**src/core/fars_pkg.sv**
```systemverilog
package fars_pkg;
  // Register byte addresses (select registers: write side and read side differ)
  localparam logic [7:0] ADDR_SEL_A_WR = 8'h00;
  localparam logic [7:0] ADDR_SEL_B_WR = 8'h04;
  localparam logic [7:0] ADDR_SEL_A_RD = 8'h80;
  localparam logic [7:0] ADDR_SEL_B_RD = 8'h84;
  localparam logic [7:0] ADDR_CLEAR    = 8'h08;
  localparam logic [7:0] ADDR_STATUS   = 8'h88;
  localparam logic [7:0] ADDR_IRQ_STAT = 8'h90;
  localparam logic [7:0] ADDR_IRQ_MASK = 8'h94;

  // Field positions (low bit of each 3-bit field)
  localparam int POS_PUMP_OV  = 12;
  localparam int POS_LOGIC_OV = 8;
  localparam int POS_AMP_OV   = 4;
  localparam int POS_AMP_UV   = 0;
  localparam int POS_TEMP     = 8;
  localparam int POS_OSC      = 4;
  localparam int POS_BATT_UV  = 0;

  // Reset values and writable-bit masks
  localparam logic [15:0] RST_SEL_A  = 16'h0200;
  localparam logic [15:0] RST_SEL_B  = 16'h0200;
  localparam logic [15:0] MASK_SEL_A = 16'h7777;
  localparam logic [15:0] MASK_SEL_B = 16'h0777;

  // Select field geometry: 3-bit codes on a 4-bit stride
  localparam int FIELD_W      = 3;
  localparam int FIELD_STRIDE = 4;
  localparam int NUM_FIELDS   = 4;

  // Detector index order, shared by status, clear and interrupt words
  localparam int NUM_DET   = 7;
  localparam int DET_PUMP  = 0;
  localparam int DET_LOGIC = 1;
  localparam int DET_AMPOV = 2;
  localparam int DET_AMPUV = 3;
  localparam int DET_TEMP  = 4;
  localparam int DET_OSC   = 5;
  localparam int DET_BATT  = 6;

  // Generic action codes
  localparam logic [2:0] ACT_OFF       = 3'h0;
  localparam logic [2:0] ACT_FLAG      = 3'h1;
  localparam logic [2:0] ACT_ALL_OFF   = 3'h2;
  localparam logic [2:0] ACT_MOTOR_OFF = 3'h3;
  localparam logic [2:0] ACT_PUMP_OFF  = 3'h4;
  localparam logic [2:0] ACT_HOLD_ALL  = 3'h5;
  localparam logic [2:0] ACT_MAX       = 3'h5;

  // AHB constants
  localparam logic [1:0] HTRANS_NONSEQ = 2'h2;
  localparam logic [2:0] HSIZE_WORD    = 3'h2;
endpackage

```
**src/core/fars_regs.sv**
```systemverilog
// The implementer's own choice: the AHB-Lite interface to the registers.
`timescale 1ns/1ps
// Overview of operation
// - Unassigned bits ignore writes and always read back as zero.
// - First select register written at 00h, read at 80h.
// - Second select register written at 04h, read at 84h.
// - Code 000 disables detection; 001 latches flag low, operation continues.
// - Code 010 latches flag, all drivers off; 011 latches flag, motor off.
// - Code 100 adds pump off; 101 also latches driver-off and pump-off.
// - First register bits 14:12 select pump rail overvoltage response.
// - First register bits 10:8 select logic supply overvoltage; resets 010.
// - First register bits 6:4 select amplifier supply overvoltage response.
// - First register bits 2:0 select amplifier supply undervoltage response.
// - Second register bits 10:8 select overtemperature response; resets 010.
// - Second register bits 6:4 select oscillator fault response.
// - Battery field: 0-2 all off, 3-5 motor off; flag latched, live, high.
// - An undefined code leaves its field unchanged; other fields update.
// - Latched state holds until fault gone and software writes clear, or until its field is moved to a non-latching code.
module fars_regs (
  input  wire logic        clk_sys_in,
  input  wire logic        reset_in,
  input  wire logic        hsel_in,
  input  wire logic [31:0] haddr_in,
  input  wire logic [1:0]  htrans_in,
  input  wire logic        hwrite_in,
  input  wire logic [2:0]  hsize_in,
  input  wire logic [31:0] hwdata_in,
  input  wire logic        hready_in,
  output logic      [31:0] hrdata_out,
  output logic             hreadyout_out,
  output logic             hresp_out,
  input  wire logic [6:0]  fault_det_in,
  output logic             fault_flag_out,
  output logic             fault_flag_oe_out,
  output logic             all_drivers_off_out,
  output logic             motor_drivers_off_out,
  output logic             pump_stop_out,
  output logic             irq_out
);

  localparam int N = fars_pkg::NUM_DET;

  // Timing through the block, counted in clock edges from a detector
  // change: two edges of synchroniser, then the live path reaches the
  // registered driver outputs on the third edge. A latched flag needs one
  // edge more, since its hold bit is a flop ahead of the pin stage.
  // Registering the flag and driver pins costs this small fixed delay, which is far
  // below any filter time on the analog detector side.
  // Reset is synchronous: every register, the synchroniser included,
  // returns to its reset state at the first edge with reset high, and
  // the flag pin then reads high with its driver released. The select
  // words come back with only the two default fields and the battery field armed.

  // Register state, synchroniser stages and bus bookkeeping
  logic [15:0]  fault_action_sel_a;
  logic [15:0]  fault_action_sel_b;
  logic [N-1:0] det_meta;
  logic [N-1:0] det;
  logic [N-1:0] flag_hold;
  logic [N-1:0] drv_hold;
  logic [N-1:0] irq_status;
  logic [N-1:0] irq_mask;
  logic [N-1:0] clear_req;
  logic [N-1:0] irq_clear;
  logic [N-1:0] det_rise;
  logic [N-1:0] det_last;
  logic [2:0]   act [N];
  logic         wr_pend;
  logic [7:0]   wr_addr;
  logic [15:0]  next_sel_a;
  logic [15:0]  next_sel_b;
  logic         wr_now;

  // Detector levels come from analog comparators, so synchronise twice
  // Only the second stage is read anywhere; the first may go metastable
  always_ff @(posedge clk_sys_in)
  begin
    if (reset_in)
    begin
      det_meta <= '0;
      det      <= '0;
    end
    else
    begin
      det_meta <= fault_det_in;
      det      <= det_meta;
    end
  end

  // Address phase capture; slave is always ready, response always OKAY
  // Only the low address byte is decoded, so the map repeats every 256
  // bytes; software must not rely on upper address bits to separate
  // anything. Writes of other than a whole word are dropped here.
  always_ff @(posedge clk_sys_in)
  begin
    if (reset_in)
    begin
      wr_pend <= 1'b0;
      wr_addr <= 8'h00;
    end
    else if (hready_in)
    begin
      wr_pend <= hsel_in && hwrite_in && htrans_in == fars_pkg::HTRANS_NONSEQ
                 && hsize_in == fars_pkg::HSIZE_WORD;
      wr_addr <= haddr_in[7:0];
    end
  end

  // Zero wait states: every transfer completes in its first data cycle
  assign hreadyout_out = 1'b1;
  assign hresp_out     = 1'b0;
  assign wr_now        = wr_pend;

  // Field-wise merge: an undefined code keeps the old field
  // Each field is judged on its own, so one bad code in a write does not
  // cost the good codes beside it. Bits outside every field stay zero,
  // because the mask clears them before any field is copied in.
  function automatic logic [15:0] merge(input logic [15:0] old_v,
                                        input logic [15:0] new_v,
                                        input logic [15:0] keep);
    logic [15:0] r;
    int          lo;
    r = old_v & keep;
    for (int f = 0; f < fars_pkg::NUM_FIELDS; f++)
    begin
      lo = fars_pkg::FIELD_STRIDE * f;
      if (keep[lo])
      begin
        if (new_v[lo +: fars_pkg::FIELD_W] <= fars_pkg::ACT_MAX)
          r[lo +: fars_pkg::FIELD_W] = new_v[lo +: fars_pkg::FIELD_W];
        else
          r[lo +: fars_pkg::FIELD_W] = old_v[lo +: fars_pkg::FIELD_W];
      end
    end
    return r;
  endfunction

  assign next_sel_a = merge(fault_action_sel_a, hwdata_in[15:0],
                            fars_pkg::MASK_SEL_A);
  assign next_sel_b = merge(fault_action_sel_b, hwdata_in[15:0],
                            fars_pkg::MASK_SEL_B);

  // Select word A: pump rail, logic supply and amplifier supply fields
  // Write at 00h
  always_ff @(posedge clk_sys_in)
  begin
    if (reset_in)
      fault_action_sel_a <= fars_pkg::RST_SEL_A;
    else if (wr_now && wr_addr == fars_pkg::ADDR_SEL_A_WR)
      fault_action_sel_a <= next_sel_a;
  end

  // Select word B: overtemperature, oscillator and battery fields
  // Write at 04h
  always_ff @(posedge clk_sys_in)
  begin
    if (reset_in)
      fault_action_sel_b <= fars_pkg::RST_SEL_B;
    else if (wr_now && wr_addr == fars_pkg::ADDR_SEL_B_WR)
      fault_action_sel_b <= next_sel_b;
  end

  // Field extraction per detector; the index order matches the status,
  // clear and interrupt words, so one detector number names one bit
  // position everywhere in the block.
  // Pump rail field
  assign act[fars_pkg::DET_PUMP]  =
    fault_action_sel_a[fars_pkg::POS_PUMP_OV +: 3];
  assign act[fars_pkg::DET_LOGIC] =
    fault_action_sel_a[fars_pkg::POS_LOGIC_OV +: 3];
  assign act[fars_pkg::DET_AMPOV] =
    fault_action_sel_a[fars_pkg::POS_AMP_OV +: 3];
  assign act[fars_pkg::DET_AMPUV] =
    fault_action_sel_a[fars_pkg::POS_AMP_UV +: 3];
  assign act[fars_pkg::DET_TEMP]  =
    fault_action_sel_b[fars_pkg::POS_TEMP +: 3];
  assign act[fars_pkg::DET_OSC]   =
    fault_action_sel_b[fars_pkg::POS_OSC +: 3];
  assign act[fars_pkg::DET_BATT]  =
    fault_action_sel_b[fars_pkg::POS_BATT_UV +: 3];

  // Clear request from the clear word; only takes effect once fault is gone
  // Clear bits act as strobes: they live only in the write data phase and
  // need no write of zero afterwards.
  assign clear_req = (wr_now && wr_addr == fars_pkg::ADDR_CLEAR)
                     ? hwdata_in[N-1:0] : '0;
  assign irq_clear = (wr_now && wr_addr == fars_pkg::ADDR_IRQ_STAT)
                     ? hwdata_in[N-1:0] : '0;

  // Per-detector decode of latch kinds.
  // Generic fields: any code but 000 arms detection and latches the flag;
  // the driver choice rises from motor-only to all nine with pump stop.
  // Battery field: the code picks the driver group (all or motor) and the
  // flag style (held, live or left high); detection is never disabled,
  // and neither the drivers nor the pump are ever held for this source.
  logic [N-1:0] en_det;
  logic [N-1:0] flag_latch;
  logic [N-1:0] flag_live;
  logic [N-1:0] off_all;
  logic [N-1:0] off_motor;
  logic [N-1:0] pump_off;
  logic [N-1:0] drv_latch;

  always_comb
  begin
    for (int i = 0; i < N; i++)
    begin
      en_det[i]     = 1'b0;
      flag_latch[i] = 1'b0;
      flag_live[i]  = 1'b0;
      off_all[i]    = 1'b0;
      off_motor[i]  = 1'b0;
      pump_off[i]   = 1'b0;
      drv_latch[i]  = 1'b0;
      if (i == fars_pkg::DET_BATT)
      begin
        en_det[i]     = 1'b1;
        off_all[i]    = act[i] <= fars_pkg::ACT_ALL_OFF;
        off_motor[i]  = !off_all[i];
        flag_latch[i] = act[i] == fars_pkg::ACT_OFF
                        || act[i] == fars_pkg::ACT_MOTOR_OFF;
        flag_live[i]  = act[i] == fars_pkg::ACT_FLAG
                        || act[i] == fars_pkg::ACT_PUMP_OFF;
      end
      else
      begin
        en_det[i]     = act[i] != fars_pkg::ACT_OFF;
        flag_latch[i] = en_det[i];
        off_all[i]    = act[i] == fars_pkg::ACT_ALL_OFF
                        || act[i] == fars_pkg::ACT_PUMP_OFF
                        || act[i] == fars_pkg::ACT_HOLD_ALL;
        off_motor[i]  = act[i] == fars_pkg::ACT_MOTOR_OFF;
        pump_off[i]   = act[i] == fars_pkg::ACT_PUMP_OFF
                        || act[i] == fars_pkg::ACT_HOLD_ALL;
        drv_latch[i]  = act[i] == fars_pkg::ACT_HOLD_ALL;
      end
    end
  end

  // A clear that arrives while the detector still reports the fault is
  // lost, not deferred: software must clear again once the fault is gone.
  // Moving a field to a code that does not latch drops its hold at once,
  // which releases a hold even with the fault still present.
  // Latched flag and latched driver state
  always_ff @(posedge clk_sys_in)
  begin
    if (reset_in)
    begin
      flag_hold <= '0;
      drv_hold  <= '0;
    end
    else
    begin
      for (int i = 0; i < N; i++)
      begin
        // Set wins over clear: a present fault blocks the clear
        if (det[i] && flag_latch[i])
          flag_hold[i] <= 1'b1;
        else if (clear_req[i] || !flag_latch[i])
          flag_hold[i] <= 1'b0;
        if (det[i] && drv_latch[i])
          drv_hold[i] <= 1'b1;
        else if (clear_req[i] || !drv_latch[i])
          drv_hold[i] <= 1'b0;
      end
    end
  end

  // The driver hold bit counts as a live detector for the output stage,
  // so a held all-off keeps the pump stopped only where the field asks.
  // Live outputs follow the detector; latched ones hold
  logic [N-1:0] active;
  logic [N-1:0] flag_low;
  assign active   = (det & en_det) | drv_hold;
  assign flag_low = flag_hold | (det & flag_live);

  // Output pins registered; flag is open-drain, driven only when low
  // Registering keeps decode glitches off the pins when a field is
  // rewritten while a detector is active.
  always_ff @(posedge clk_sys_in)
  begin
    if (reset_in)
    begin
      fault_flag_out        <= 1'b1;
      fault_flag_oe_out     <= 1'b0;
      all_drivers_off_out   <= 1'b0;
      motor_drivers_off_out <= 1'b0;
      pump_stop_out         <= 1'b0;
    end
    else
    begin
      fault_flag_out        <= ~|flag_low;
      fault_flag_oe_out     <= |flag_low;
      all_drivers_off_out   <= |(active & (off_all | drv_hold));
      motor_drivers_off_out <= |(active & (off_all | off_motor | drv_hold));
      pump_stop_out         <= |(active & pump_off);
    end
  end

  // Sticky interrupt status, set on detector rise, write one to clear
  // An event is a rising edge of the synchronised level, so a fault that
  // stays present raises only one interrupt until it goes and comes back.
  always_ff @(posedge clk_sys_in)
  begin
    if (reset_in)
    begin
      det_last   <= '0;
      irq_status <= '0;
    end
    else
    begin
      det_last   <= det;
      irq_status <= (irq_status & ~irq_clear) | det_rise;
    end
  end
  assign det_rise = det & ~det_last & en_det;

  // Interrupt mask register; a one blocks that detector's interrupt
  always_ff @(posedge clk_sys_in)
  begin
    if (reset_in)
      irq_mask <= '0;
    else if (wr_now && wr_addr == fars_pkg::ADDR_IRQ_MASK)
      irq_mask <= hwdata_in[N-1:0];
  end

  // Level interrupt, high while any unmasked status bit is set
  // Masking hides the line only; the status bits still record events
  always_ff @(posedge clk_sys_in)
  begin
    if (reset_in)
      irq_out <= 1'b0;
    else
      irq_out <= |(irq_status & ~irq_mask);
  end

  // Read data registered in the address phase, so it stands in data phase
  // Write-side offsets and unmapped offsets read as zero, and a read has
  // no side effects: no status bit is cleared by looking at it.
  // The read side ignores the transfer size, so narrow reads see the word.
  always_ff @(posedge clk_sys_in)
  begin
    if (reset_in)
      hrdata_out <= 32'h0000_0000;
    else if (hready_in && hsel_in && !hwrite_in
             && htrans_in == fars_pkg::HTRANS_NONSEQ)
    begin
      hrdata_out <= 32'h0000_0000;
      case (haddr_in[7:0])
        fars_pkg::ADDR_SEL_A_RD: hrdata_out[15:0] <= fault_action_sel_a;
        fars_pkg::ADDR_SEL_B_RD: hrdata_out[15:0] <= fault_action_sel_b;
        fars_pkg::ADDR_STATUS:   hrdata_out[N-1:0] <= flag_hold | det;
        fars_pkg::ADDR_IRQ_STAT: hrdata_out[N-1:0] <= irq_status;
        fars_pkg::ADDR_IRQ_MASK: hrdata_out[N-1:0] <= irq_mask;
        default:                 hrdata_out <= 32'h0000_0000;
      endcase
    end
  end

endmodule

```
**config.mk**
```make
export PLATFORM = sky130hd
export DESIGN_NAME = fars_regs
export DESIGN_NICKNAME = d
export VERILOG_FILES = /design/src/core/fars_pkg.sv /design/src/core/fars_regs.sv
export SDC_FILE = /design/constraint.sdc
export NUM_CORES = 1
export LEC_CHECK = 0
export BUFFER_PORTS_ARGS = -buffer_cell sky130_fd_sc_hd__buf_2
export CAP_MARGIN = 20
export CORE_UTILIZATION = 52
export DETAILED_ROUTE_END_ITERATION = 10
export HOLD_SLACK_MARGIN = 0.05
export PLACE_DENSITY_LB_ADDON = 0.15
export SYNTH_ARGS = -nofsm -noshare
export SYNTH_HDL_FRONTEND = slang
export SYNTH_SLANG_ARGS = --single-unit
```
**constraint.sdc**
```tcl
create_clock -name clk_sys_in -period 2.1 [get_ports clk_sys_in]
set_clock_uncertainty 0.05 [all_clocks]
set_input_delay 0 -clock clk_sys_in [delete_from_list [all_inputs] [get_ports clk_sys_in]]
set_output_delay 0 -clock clk_sys_in [all_outputs]
set_load 0.01 [all_outputs]
```
==> summary.md, run 1 <==
The area share of xor/xnor cells in the synthesized design came out at 0.008144. The post-synthesis compound-gate area fraction is 0.1390. The share of the synthesized area in the top cell type was 0.4514; the number of pins with negative max-slew slack in the final report was 0. The run finished with clean final reports.

Startpoint of the worst hold path: haddr_in[2]. The worst setup path is launched from a flip-flop. The total overflow left after global routing is 0.

The final standard cell utilization of the core was 0.6620; the net count of the finished layout was 660. The detail route stage leaves a number of antenna-violating nets equal to 0. Post-synthesis average cell area: 8.925 µm².

The tools report the cell area after synthesis as 4302 µm². Setup repair after global routing left no endpoint under its margin. The average wire length per cell after detail routing came out at 16.49 µm. The worst setup path is of the reg -> reg kind. Routability-driven placement finished with a final weighted congestion of 0.8662. The post-synthesis share of cell area spent on full adders, half adders and majority gates is 0. From synthesis to final layout, the design area changed by 20.77%. The commonest cells after synthesis are 97 x sky130_fd_sc_hd__dfxtp_1, 66 x sky130_fd_sc_hd__nor2_1, 30 x sky130_fd_sc_hd__a21oi_1, 29 x sky130_fd_sc_hd__nand2_1, 27 x sky130_fd_sc_hd__mux2i_1. The maximum number of buffers from clock root to sink is 2, and the number of input and output port buffers inserted is 56. The worst setup path is captured at a flip-flop.

The switching portion of total power is 0.2468, and the combinational share of power is 0.087. Setup violations remaining at the end of the flow were counted as 0. Based on the critical path, the design can be clocked at up to 481.0 MHz. Total number of placement rows: 32. In this run, synthesis inferred 0 flip-flops with an integrated enable. The path class of the tightest hold or removal check is in -> reg.

By instance count, the leading cell after synthesis is sky130_fd_sc_hd__dfxtp_1. The mux cell area share after synthesis works out to 0.07330. The floorplan step defined a core boundary enclosing 7848 µm². For this run, the leading register cell type out of synthesis is sky130_fd_sc_hd__dfxtp_1.

The flip-flop and latch count after synthesis is 97, and the net switching power figure is 841.2 µW. Overall fraction of global-route tracks in use: 0.2677. The clock network fraction of total power is 0.353, and the peak ir drop on the vdd network is 468.8 µV. The run gives 9 as the CTS buffer count.

The number of iterations in the first detailed-routing pass came out at 5. Entering global routing, the biggest net connects 30 pins. Insertion delay of the later-clocked pin in the worst-skew pair: 0.36 ns. The critical path data required time is 2.28 ns. The wire length of the first global-routing pass was 17800 µm. TritonCTS built the clock tree.

Sorting the synthesized cells by area gives the leading types as sky130_fd_sc_hd__dfxtp_1 45%, sky130_fd_sc_hd__mux2i_1 6.3%, sky130_fd_sc_hd__nor2_1 5.8%. The worst path needs 2.079 ns of the cycle, external delays included. The die is 92.95 µm tall. For this block, the via count after detailed routing is 3864. The run gives 3577 as the via count of the first global-routing pass.

Summed over all layers, the routed wires come to 11290 µm. After clock tree synthesis, the clock-pin slew on the worst setup and hold paths is 0.10 ns. 121 I/O pins were placed. Cell internal power was estimated by the tool at 2568 µW. The number of warnings printed during yosys synthesis came out at 0. In this run the worst path has a maximum fanout of 7.

The die covers 8640 µm². Fraction of final layout cells with drive strength greater than 1: 0.1852. The part of the cycle the worst path needs works out to 0.9900. The run gives 0.6150 as the normalized max-slew margin. The combinational family with the most area after synthesis is simple AND/OR/NAND/NOR gates. The power density relative to cell area was 656.2 nW/µm². In the routed layout, each cell is associated on average with a via count of 5.641. For the count of routing violations after the opening detailed-route iteration, the log shows 249. The share of synthesized registers carrying an async set or reset is 0, and the sequential share of the synthesized area is 0.4514. The HPWL after detailed placement is 7702 µm. In the final timing run, aggregate negative setup slack is 0 ns. In this run the worst setup path begins at wr_addr[0].

After synthesis, the netlist uses 53 different library cells. In this run the static leakage power is 0.002071 µW. The largest area contributor in the synthesized netlist was sky130_fd_sc_hd__dfxtp_1. The slew at the pin closest to its max-slew limit works out to 0.5629 ns. Clock tree synthesis found a total of 97 sinks. Once the clock tree was built, the setup fixing pass inserted 0 buffers. The number of failing hold endpoints at the final stage is 0. Critical register-to-register path startpoint: wr_addr[0]. Fraction of power consumed by sequential logic: 0.560. Clock tree synthesis selected as its root buffer the cell sky130_fd_sc_hd__clkbuf_8. The floorplan die width is 92.95 µm, and the worst path arrival time is 2.26 ns. Across the run, the number of max-cap violations was 0. The antenna cell count is 0, and the number of instances in the synthesized netlist is 482. The simple-gate portion of the synthesized area came out at 0.2522.

The initial antenna violation count was 0; the total DRC errors in the routed layout was 0. The initial standard-cell utilization of the core came out at 0.5482. The H-tree was split into 3 levels.
-- cell usage in the layout (no fill, tap or decap), types with 4 or more instances in the layout --
master                           n
sky130_fd_sc_hd__o22ai_1         5
sky130_fd_sc_hd__dlygate4sd3_1  40
sky130_fd_sc_hd__nor4b_1         9
sky130_fd_sc_hd__a21oi_1        30
sky130_fd_sc_hd__nor3b_1         5
sky130_fd_sc_hd__and3_1          4
sky130_fd_sc_hd__buf_4          13
sky130_fd_sc_hd__inv_1          10
sky130_fd_sc_hd__clkinvlp_4      4
sky130_fd_sc_hd__dfxtp_1        97
sky130_fd_sc_hd__nor2_2          8
sky130_fd_sc_hd__nor2_1         66
sky130_fd_sc_hd__o221a_1         5
sky130_fd_sc_hd__conb_1         21
sky130_fd_sc_hd__nor3_1         26
sky130_fd_sc_hd__nor2b_1        21
sky130_fd_sc_hd__nand2b_1       11
sky130_fd_sc_hd__nand3_1         8
sky130_fd_sc_hd__clkbuf_8        9
sky130_fd_sc_hd__o21ai_0        20
sky130_fd_sc_hd__a21oi_2         5
sky130_fd_sc_hd__mux2i_1        27
sky130_fd_sc_hd__buf_2          56
sky130_fd_sc_hd__nand2_1        29
sky130_fd_sc_hd__a22oi_1         6
-- area by class of cell --
cell class,instances,area [µm²]
fillers,672,2653
clock inverters,6,68.82
clock buffers,9,123.9
inverters,10,37.54
well taps,102,127.6
repair buffers,109,778.2
multi-input cells,352,2117
flip-flops and latches,97,1942
-- layer usage --
layer  global-route usage  vias up  share of wire
li1                     -     1848              -
met1               0.3484     1832           0.45
met2               0.4418      159           0.48
met3              0.05419       25          0.059
met4              0.08846        0          0.019
met5                    0        -              0
-- cell families after synthesis --
kind of cell	Yosys count
XOR/XNOR	4
buffers and inverters	52
multiplexers	30
flip-flops	97
AND/OR/NAND/NOR	205
other	2
AO/OA/AOI/OAI	92
-- critical path, cell delays in order (launching register included) --
cell and delay (ns):
sky130_fd_sc_hd__dfxtp_1 0.34, sky130_fd_sc_hd__or4b_4 0.55, sky130_fd_sc_hd__buf_4 0.16, sky130_fd_sc_hd__nor4_4 0.42, sky130_fd_sc_hd__nand2_1 0.14, sky130_fd_sc_hd__a21oi_1 0.21, sky130_fd_sc_hd__nor2_1 0.07
-- state kept, by name, indices dropped and copies added (netlist names), 6 cells and up --
signal and cells:
det_last 7, det_meta 7, fault_action_sel_a 12, irq_status 7
hrdata_out 13, wr_addr 8, flag_hold 7, drv_hold 6
fault_action_sel_b 9, det 7, irq_mask 7
-- through the flow --
| step | setup slack (ns) | power [µW] | instances | hold slack, ns | area [µm²] |
|---|---|---|---|---|---|
| 2_1_floorplan | 0.2197 | 2116 | 501 | 0.07818 | 4373 |
| 3_3_place_gp | 0.06672 | 2176 | 630 | 0.1553 | 4597 |
| 3_5_place_dp | 0.02892 | 2183 | 630 | 0.1662 | 4597 |
| 4_1_cts | 0.07262 | 3419 | 685 | 0.1062 | 5195 |
| 5_1_grt | 0.005275 | 3540 | 685 | 0.1337 | 5195 |
| 6_report | 0.02103 | 3409 | 685 | 0.1211 | 5195 |
-- power by group through the flow --
stage                     sequential (µW)  clock, µW  combinational (µW)
after floorplan                      1950          0                 169
after global routing                 1910       1300                 322
after CTS                            1910       1220                 292
final                                1910       1200                 297
after global placement               1950          0                 228
after detailed placement             1950          0                 233
-- path summary, 6_finish.rpt --
| kind | to | slack (ns) | depth (start not counted) |
|---|---|---|---|
| setup reg to reg | irq_status[0] | 0.02 | 6 |
| hold reg to reg | det[4] | 0.39 | 1 |
| setup / recovery | irq_status[0] | 0.02 | 6 |
| hold / removal | wr_addr[2] | 0.12 | 4 |
-- what timing repair did --
item / 4_1_cts / 5_1_grt
pin swaps: 0 / 1
gates resized for setup: 1 / 0
endpoints found under the setup margin: 2 / 1
endpoints found under the hold margin: 54 / 0
hold buffers: 40 / 0
(Power assumes the default switching activity.)
==> run 2, diff against run 1 <==
- ABC_AREA: not set -> 1
==> summary.md, run 2 <==
The run finished with clean final reports. The routability congestion estimate was 0.9320 (was 0.8662); the flip-flop and latch count after synthesis was 97 (unchanged). The height of the chip was 94.37 µm (was 92.95 µm); the total cell area at the placement stage was 4745 µm² (was 4597 µm²).

The tools report the final instance count without filler cells as 854 (was 685). The slew at the pin closest to its max-slew limit is 0.5403 ns (was 0.5629 ns). The most common flop cell mapped by yosys was sky130_fd_sc_hd__dfxtp_1 (unchanged). The number of instances in the synthesized netlist was 644 (was 482).

The run gives 0 (unchanged) as the number of routed nets with antenna violations. The net count of the finished layout was 825 (was 660). The wire length of the first global-routing pass was 18060 µm (was 17800 µm); the final standard cell area without fillers was 5391 µm² (was 5195 µm²). The post-synthesis average cell area works out to 6.889 µm² (was 8.925 µm²). The flip-flop count of the largest register, all copies and words added is 13 (unchanged).

Detailed-route wire length: 11390 µm (was 11290 µm). The logs give 0.6562 (was 0.6620) for the final standard cell utilization of the core and 0 (unchanged) for the number of warnings printed during yosys synthesis. The switching portion of total power was 0.2478 (was 0.2468).

The run gives 507.1 MHz (was 481.0 MHz) as the maximum clock frequency. The final total negative setup slack is 0 ns (unchanged), and the number of vias after detailed routing is 4375 (was 3864). The clock tree root driver cell was sky130_fd_sc_hd__clkbuf_8 (unchanged).

For the total clock sinks, the log shows 97 (unchanged). The clock transition at the registers of the reported paths was 0.10 ns (about the same); the setup-violating endpoint count in the final report was 0 (unchanged). The ratio of routed vias to standard cells came out at 5.123 (was 5.641). The run gives 0.535 (was 0.560) as the fraction of power consumed by sequential logic.

For the number of top-level pins, the log shows 121 (unchanged). Number of input and output port buffers inserted: 56 (unchanged). Registers with the most flip-flops: hrdata_out x13, fault_action_sel_a x12, fault_action_sel_b x9 (unchanged). The logs give 432.7 µV (was 468.8 µV) for the peak ir drop on the vdd network and 3852 (was 3577) for the via count of the first global-routing pass. The part of the cycle the worst path needs was 0.9391 (was 0.9900); the insertion delay of the later-clocked pin in the worst-skew pair was 0.37 ns (was 0.36 ns). The maximum number of buffers from clock root to sink is 2 (unchanged). Most frequent cell after synthesis: sky130_fd_sc_hd__nand2_1 (was sky130_fd_sc_hd__dfxtp_1). Deepest level of the CTS H-tree: 3 (unchanged). Largest area contributor in the synthesized netlist: sky130_fd_sc_hd__dfxtp_1 (unchanged). The critical path startpoint category is a primary input (was a flip-flop). The slack of the worst reg-to-reg path was 0.13 ns (was 0.02 ns). Power density relative to cell area: 661.4 nW/µm² (was 656.2 nW/µm²). The logs give 0.6398 (was 0.6150) for the normalized max-slew margin and 0.087 (about the same) for the combinational share of power. The count of routing violations after the opening detailed-route iteration is 322 (was 249), and the area overhead of the layout relative to synthesis is 21.52% (was 20.77%).

The floorplan die width is 94.37 µm (was 92.95 µm). The half-perimeter wire length after placement was 8036 µm (was 7702 µm). The run gives 0.3760 ns (was 0.02892 ns) as the worst slack after detailed placement. The critical path data required time was 2.36 ns (was 2.28 ns). For the worst path arrival time, the log shows 2.24 ns (was 2.26 ns). The minimum clock period after layout came out at 1.972 ns (was 2.079 ns). The average wire length per cell after detail routing works out to 13.34 µm (was 16.49 µm). The leading cell type in the layout, fill and taps excluded was sky130_fd_sc_hd__nand2_1 (was sky130_fd_sc_hd__dfxtp_1). For the number of max-capacitance violations reported, the log shows 0 (unchanged). The run gives 0.1280 ns (was 0.02103 ns) as the worst-case setup margin in the final layout.

The residual overflow from global routing was 0 (unchanged); the highest fanout seen on the critical path was 1 (was 7). The share of the synthesized area in the top cell type is 0.4377 (was 0.4514), and the number of inserted filler cells in the final layout is 767 (was 672). The number of iterations in the first detailed-routing pass was 5 (unchanged). The total placed cells including tap cells was 795 (was 630).

The count of distinct cell types in the synthesized netlist was 31 (was 53). The CTS buffer count is 9 (unchanged). The run gives 0 (unchanged) as the initial antenna violation count. The register with the most flip-flops is hrdata_out (unchanged). Classification of the worst-slack hold path: in -> reg (unchanged).

The area of the die was 8906 µm² (was 8640 µm²); the clock network fraction of total power was 0.379 (was 0.353). Most frequent cells after synthesis: 126 x sky130_fd_sc_hd__nand2_1, 99 x sky130_fd_sc_hd__inv_1, 97 x sky130_fd_sc_hd__dfxtp_1, 75 x sky130_fd_sc_hd__nor2_1, 64 x sky130_fd_sc_hd__a21oi_1 (was 97 x sky130_fd_sc_hd__dfxtp_1, 66 x sky130_fd_sc_hd__nor2_1, 30 x sky130_fd_sc_hd__a21oi_1, 29 x sky130_fd_sc_hd__nand2_1, 27 x sky130_fd_sc_hd__mux2i_1). The pin count of the biggest net entering global routing is 50 (was 30), and the overall fraction of global-route tracks in use is 0.2664 (was 0.2677). Setup repair after global routing left no endpoint under its margin. The initial standard-cell utilization of the core is 0.5400 (was 0.5482), and the number of enable flip-flop cells after synthesis is 0 (unchanged). The multi-input logic area was 1976 µm² (was 2117 µm²). TritonCTS built the clock tree. The logs give 0.002485 µW (was 0.002071 µW) for the leakage power figure and 883.7 µW (was 841.2 µW) for the net switching power figure.

The cell area after synthesis was 4437 µm² (was 4302 µm²); the share of synthesized registers carrying an async set or reset was 0 (unchanged). The internal power of the cells was 2682 µW (was 2568 µW). The tools report the total DRC errors in the routed layout as 0 (unchanged). The type of the worst setup path is in -> reg (was reg -> reg). The number of failing hold endpoints at the final stage is 0 (unchanged).

Top area cells in the synthesized netlist: sky130_fd_sc_hd__dfxtp_1 44%, sky130_fd_sc_hd__nand2_1 11%, sky130_fd_sc_hd__inv_1 8.4% (was sky130_fd_sc_hd__dfxtp_1 45%, sky130_fd_sc_hd__mux2i_1 6.3%, sky130_fd_sc_hd__nor2_1 5.8%). The fraction of final layout cells with drive strength greater than 1 is 0.1322 (was 0.1852), and the core footprint is 8217 µm² (was 7848 µm²). The kind of capture point of the worst setup path is a flip-flop (unchanged). The sequential cell area in the final layout was 1942 µm² (unchanged); the sequential share of the synthesized area was 0.4377 (was 0.4514).

Total number of placement rows: 33 (was 32). Most frequent cells in the layout: 126 x sky130_fd_sc_hd__nand2_1, 99 x sky130_fd_sc_hd__inv_1, 97 x sky130_fd_sc_hd__dfxtp_1 (was 97 x sky130_fd_sc_hd__dfxtp_1, 66 x sky130_fd_sc_hd__nor2_1, 56 x sky130_fd_sc_hd__buf_2). The number of pins with negative max-slew slack in the final report was 0 (unchanged); the antenna cell count was 0 (unchanged).
-- run 2: cell types whose count changed in the layout (fill, tap and decap cells not counted), moves of 9 or more --
cell	previous run	this run
sky130_fd_sc_hd__nand3_1	8	48
sky130_fd_sc_hd__o21ai_0	20	50
sky130_fd_sc_hd__nor3_1	26	14
sky130_fd_sc_hd__nand2_1	29	126
sky130_fd_sc_hd__nor2_1	66	75
sky130_fd_sc_hd__nor2b_1	21	0
sky130_fd_sc_hd__inv_1	10	99
sky130_fd_sc_hd__mux2i_1	27	0
sky130_fd_sc_hd__nor4b_1	9	0
sky130_fd_sc_hd__nand2b_1	11	0
sky130_fd_sc_hd__a21oi_1	30	64
-- run 2: area by class of cell --
cell class | count | share of cell area
clock buffer | 9 | 0.02298
clock inverter | 7 | 0.01717
inverter | 100 | 0.06962
multi-input combinational | 431 | 0.3664
sequential | 97 | 0.3602
tap | 105 | 0.02437
timing repair buffer | 105 | 0.1392
-- run 2: power groups by stage --
stage               logic (µW)  registers [µW]  clock network [µW]
floorplan                  173            1950                   0
detailed placement         244            1950                   0
CTS                        301            1910                1370
global placement           239            1950                   0
finish                     309            1910                1350
global route               343            1910                1440
-- run 2: what timing repair did --
item,in CTS,in global routing
setup endpoints to repair,0,2
buffers inserted,0,2
hold buffers,41,0
resized for setup,0,1
hold endpoints to repair,59,0
-- run 2: logic make-up after synthesis --
logic type / synth area share
and+or+nand+nor: 0.2741
buffers and inverters: 0.1342
AOI/OAI and AO/OA: 0.1523
DFF: 0.4377
other: 0.001693
-- run 2: worst max-delay path, cell delays in order --
cell,delay [ns]
sky130_fd_sc_hd__dlygate4sd3_1,0.55
sky130_fd_sc_hd__buf_2,0.13
sky130_fd_sc_hd__nor4_1,0.29
sky130_fd_sc_hd__dlygate4sd3_1,0.60
sky130_fd_sc_hd__nor2_1,0.04
sky130_fd_sc_hd__dlygate4sd3_1,0.55
sky130_fd_sc_hd__nor2_1,0.08
-- run 2: metal layers --
metal	routed length, µm	vias to the layer above	track usage
met5	0	-	0
met4	256	0	0.1038
met3	718	22	0.03784
met2	5098	179	0.4324
met1	5316	1967	0.3571
li1	-	2207	-
-- run 2: metrics by stage --
| stage | power, µW | hold slack (ns) |
|---|---|---|
| after detailed placement | 2193 | 0.1571 |
| after CTS | 3573 | 0.1504 |
| after global routing | 3691 | 0.1732 |
| after floorplan | 2120 | 0.03412 |
| after global placement | 2186 | 0.1486 |
| final | 3566 | 0.1413 |
-- run 2: path summary, 6_finish.rpt --
| kind | from | endpoint | cells after the start |
|---|---|---|---|
| worst max-delay path | hsize_in[0] | wr_now | 7 |
| worst min-delay path | reset_in | wr_now | 3 |
| worst max register to register | wr_addr[1] | fault_action_sel_b[0] | 8 |
| worst min register to register | det_meta[1] | det[1] | 2 |
==> run 3, diff against run 2 <==
- CORE_UTILIZATION: 52 -> 25
==> summary.md, run 3 (synthesis results as in run 2) <==
The clock transition at the registers of the reported paths is 0.06 ns (was 0.10 ns). The most used routing layer in global routing is met2 (unchanged). The number of inserted filler cells in the final layout is 1889 (was 767). The worst path arrival time was 2.19 ns (was 2.24 ns); the wire length of the first global-routing pass was 20900 µm (was 18060 µm). The tools report the leakage power figure as 0.002513 µW (was 0.002485 µW). The number of input and output port buffers inserted came out at 56 (unchanged). The detailed-route wire length is 13050 µm (was 11390 µm). The average wire length per cell after detail routing was 13.44 µm (was 13.34 µm); the total DRC errors in the routed layout was 0 (unchanged). The sink of the worst hold path was wr_addr[7] (was wr_now).

The delay of the slowest cell on the worst path is 0.55 ns (was 0.60 ns). For the antenna cell count, the log shows 0 (unchanged). The critical path data required time is 2.30 ns (was 2.36 ns), and the sequential cell area in the final layout is 1942 µm² (unchanged).

The most used cell along the critical path is sky130_fd_sc_hd__nor2_1 (was sky130_fd_sc_hd__dlygate4sd3_1). The tools report the number of routed nets with antenna violations as 0 (unchanged). The run gives 121 (unchanged) as the number of top-level pins. Height of the chip: 135.2 µm (was 94.37 µm). The fraction of final layout cells with drive strength greater than 1 is 0.1314 (was 0.1322). For the pin count of the biggest net entering global routing, the log shows 50 (unchanged). Flip-flop count of the largest register, all copies and words added: 13 (unchanged). For the initial antenna violation count, the log shows 0 (unchanged). For the normalized max-slew margin, the log shows 0.6234 (was 0.6398). The slack of the worst reg-to-reg path is 0.11 ns (was 0.13 ns). Worst-path cell chain: nor2_1 -> nand3_2 -> inv_1 -> nand3_2 -> nor2_1 -> dlygate4sd3_1 -> nor2_1 (was dlygate4sd3_1 -> buf_2 -> nor4_1 -> dlygate4sd3_1 -> nor2_1 -> dlygate4sd3_1 -> nor2_1).

The floorplan die width was 135.2 µm (was 94.37 µm); the highest fanout seen on the critical path was 8 (was 1). The endpoint of the worst register-to-register path is fault_action_sel_b[8] (was fault_action_sel_b[0]). The CTS buffer count came out at 9 (unchanged). The total cell area at the placement stage was 4902 µm² (was 4745 µm²). The tools report the critical register-to-register path startpoint as wr_addr[5] (was wr_addr[1]). The part of the cycle the worst path needs is 0.9473 (was 0.9391). The tools report the final instance count without filler cells as 971 (was 854). The tools report the start point of the critical path as wr_addr[5] (was hsize_in[0]).

The met2 routing resource usage after global routing was 0.2427 (was 0.4324). The run gives 0 (unchanged) as the number of failing hold endpoints at the final stage. The flow ran to the end, and the final reports show no timing, DRC or antenna violations. The run gives 0.2021 (was 0.3571) as the met1 track utilization from global routing. Residual overflow from global routing: 0 (unchanged).

The type of the worst setup path is reg -> reg (was in -> reg). The tools report the clock tree root driver cell as sky130_fd_sc_hd__clkbuf_16 (was sky130_fd_sc_hd__clkbuf_8). The routability congestion estimate came out at 0.8204 (was 0.9320). The power density relative to cell area works out to 701.5 nW/µm² (was 661.4 nW/µm²).

The final-layout worst hold slack is 0.09054 ns (was 0.1413 ns). The tools report the net count of the finished layout as 822 (was 825). Classification of the worst-slack hold path: in -> reg (unchanged). The slew at the pin closest to its max-slew limit works out to 0.5650 ns (was 0.5403 ns).

The area of the die is 18280 µm² (was 8906 µm²), and the number of pins with negative max-slew slack in the final report is 0 (unchanged). The tools report the count of routing violations after the opening detailed-route iteration as 344 (was 322). Slowest library cell on the worst path: sky130_fd_sc_hd__dlygate4sd3_1 (unchanged). For the overall fraction of global-route tracks in use, the log shows 0.1521 (was 0.2664). The startpoint of the worst hold path was hready_in (was reset_in).

The setup-violating endpoint count in the final report was 0 (unchanged). The run gives 3990 (was 3852) as the via count of the first global-routing pass. TritonCTS built the clock tree. The maximum number of buffers from clock root to sink came out at 2 (unchanged).

Registers with the most flip-flops: hrdata_out x13, fault_action_sel_a x12, fault_action_sel_b x9 (unchanged). The area overhead of the layout relative to synthesis works out to 26.42% (was 21.52%). The logs give 4258 (was 4375) for the number of vias after detailed routing and 3 (unchanged) for the deepest level of the CTS H-tree.

The half-perimeter wire length after placement came out at 9713 µm (was 8036 µm). Register with the most flip-flops: hrdata_out (unchanged). The ratio of routed vias to standard cells is 4.385 (was 5.123).

Critical path startpoint category: a flip-flop (was a primary input). The peak ir drop on the vdd network came out at 398.0 µV (was 432.7 µV). The leading cell type in the layout, fill and taps excluded was sky130_fd_sc_hd__nand2_1 (unchanged). The core footprint came out at 17300 µm² (was 8217 µm²). The met3 layer usage reported by global route was 0.02544 (was 0.03784).

The number of max-capacitance violations reported was 0 (unchanged). The depth of the worst register-to-register path works out to 7 (was 8). Final standard cell area without fillers: 5609 µm² (was 5391 µm²). The kind of capture point of the worst setup path was a flip-flop (unchanged). The run gives 4 (was 5) as the number of iterations in the first detailed-routing pass.

The total placed cells including tap cells is 916 (was 795). Most frequent cells in the layout: 126 x sky130_fd_sc_hd__nand2_1, 99 x sky130_fd_sc_hd__inv_1, 97 x sky130_fd_sc_hd__dfxtp_1 (unchanged). The logs give 3935 µW (was 3566 µW) for the power after layout and 48 (was 33) for the total number of placement rows.

The tools report the insertion delay of the later-clocked pin in the worst-skew pair as 0.35 ns (was 0.37 ns). The multi-input logic area is 1976 µm² (unchanged), and the minimum clock period after layout is 1.989 ns (was 1.972 ns). The worst hold path stage count works out to 3 (unchanged).

The total clock sinks came out at 97 (unchanged). The initial standard-cell utilization of the core was 0.2565 (was 0.5400); the maximum clock frequency was 502.7 MHz (was 507.1 MHz). Setup repair after global routing could not meet its margin everywhere.
==> run 3: cell types whose count changed in the layout (fill, tap and decap cells not counted), sizes merged <==
cell and change:
bufinv -1, dlygate4sd3 -2, inv -2, clkinv -1, clkinvlp +1, clkbuf +3, buf -1
==> run 3: cell type report <==
| cell class | count | area share |
|---|---|---|
| Multi-Input combinational cell | 431 | 0.3522 |
| Clock inverter | 4 | 0.009146 |
| Tap cell | 225 | 0.05019 |
| Clock buffer | 12 | 0.04573 |
| Timing Repair Buffer | 102 | 0.1296 |
| Sequential cell | 97 | 0.3462 |
| Inverter | 100 | 0.06692 |
==> run 3: timing repair <==
| action | in CTS | in global routing |
|---|---|---|
| buffers inserted | 0 | 0 |
| hold endpoints to repair | 55 | 0 |
| hold buffers | 39 | 0 |
| gates resized for setup | 0 | 3 |
| setup endpoints to repair | 0 | 2 |
==> run 3: routing by layer <==
| metal | vias to the layer above | wire length [µm] |
|---|---|---|
| li1 | 2208 | - |
| met1 | 1964 | 6467 |
| met2 | 71 | 5988 |
| met3 | 15 | 400 |
| met4 | 0 | 193 |
| met5 | - | 0 |
==> run 3: through the flow <==
step / setup TNS (ns) / setup WS [ns] / util
after floorplan: 0 / 0.6964 / -
after CTS: 0 / 0.01676 / 0.3238
after global routing: -0.03894 / -0.03894 / 0.3243
final: 0 / 0.1106 / 0.3243
after detailed placement: 0 / 0.4696 / 0.2834
after global placement: 0 / 0.5205 / 0.2834
==> run 3: worst max path at each step <==
stage	slack [ns]	endpoint	depth (start not counted)
after CTS	0.02	fault_action_sel_a[12]	8
after floorplan	0.70	irq_mask[3]	6
after global routing	-0.04	fault_action_sel_b[8]	7
after detailed placement	0.47	fault_action_sel_b[10]	6
final	0.11	fault_action_sel_b[8]	7
after global placement	0.52	hrdata_out[10]	10
==> run 3: worst max-delay path, delay by kind of cell (launching register included) <==
| family | cells | cell delay [ns] |
|---|---|---|
| flops | 1 | 0.33 |
| buf+inv | 2 | 0.87 |
| simple gates | 5 | 0.62 |
==> run 3: power by group <==
group | total [µW] | internal [µW] | switching (µW)
clock | 1720 | 990 | 732
sequential | 1910 | 1880 | 24.6
combinational | 307 | 123 | 184
total | 3940 | 2990 | 941
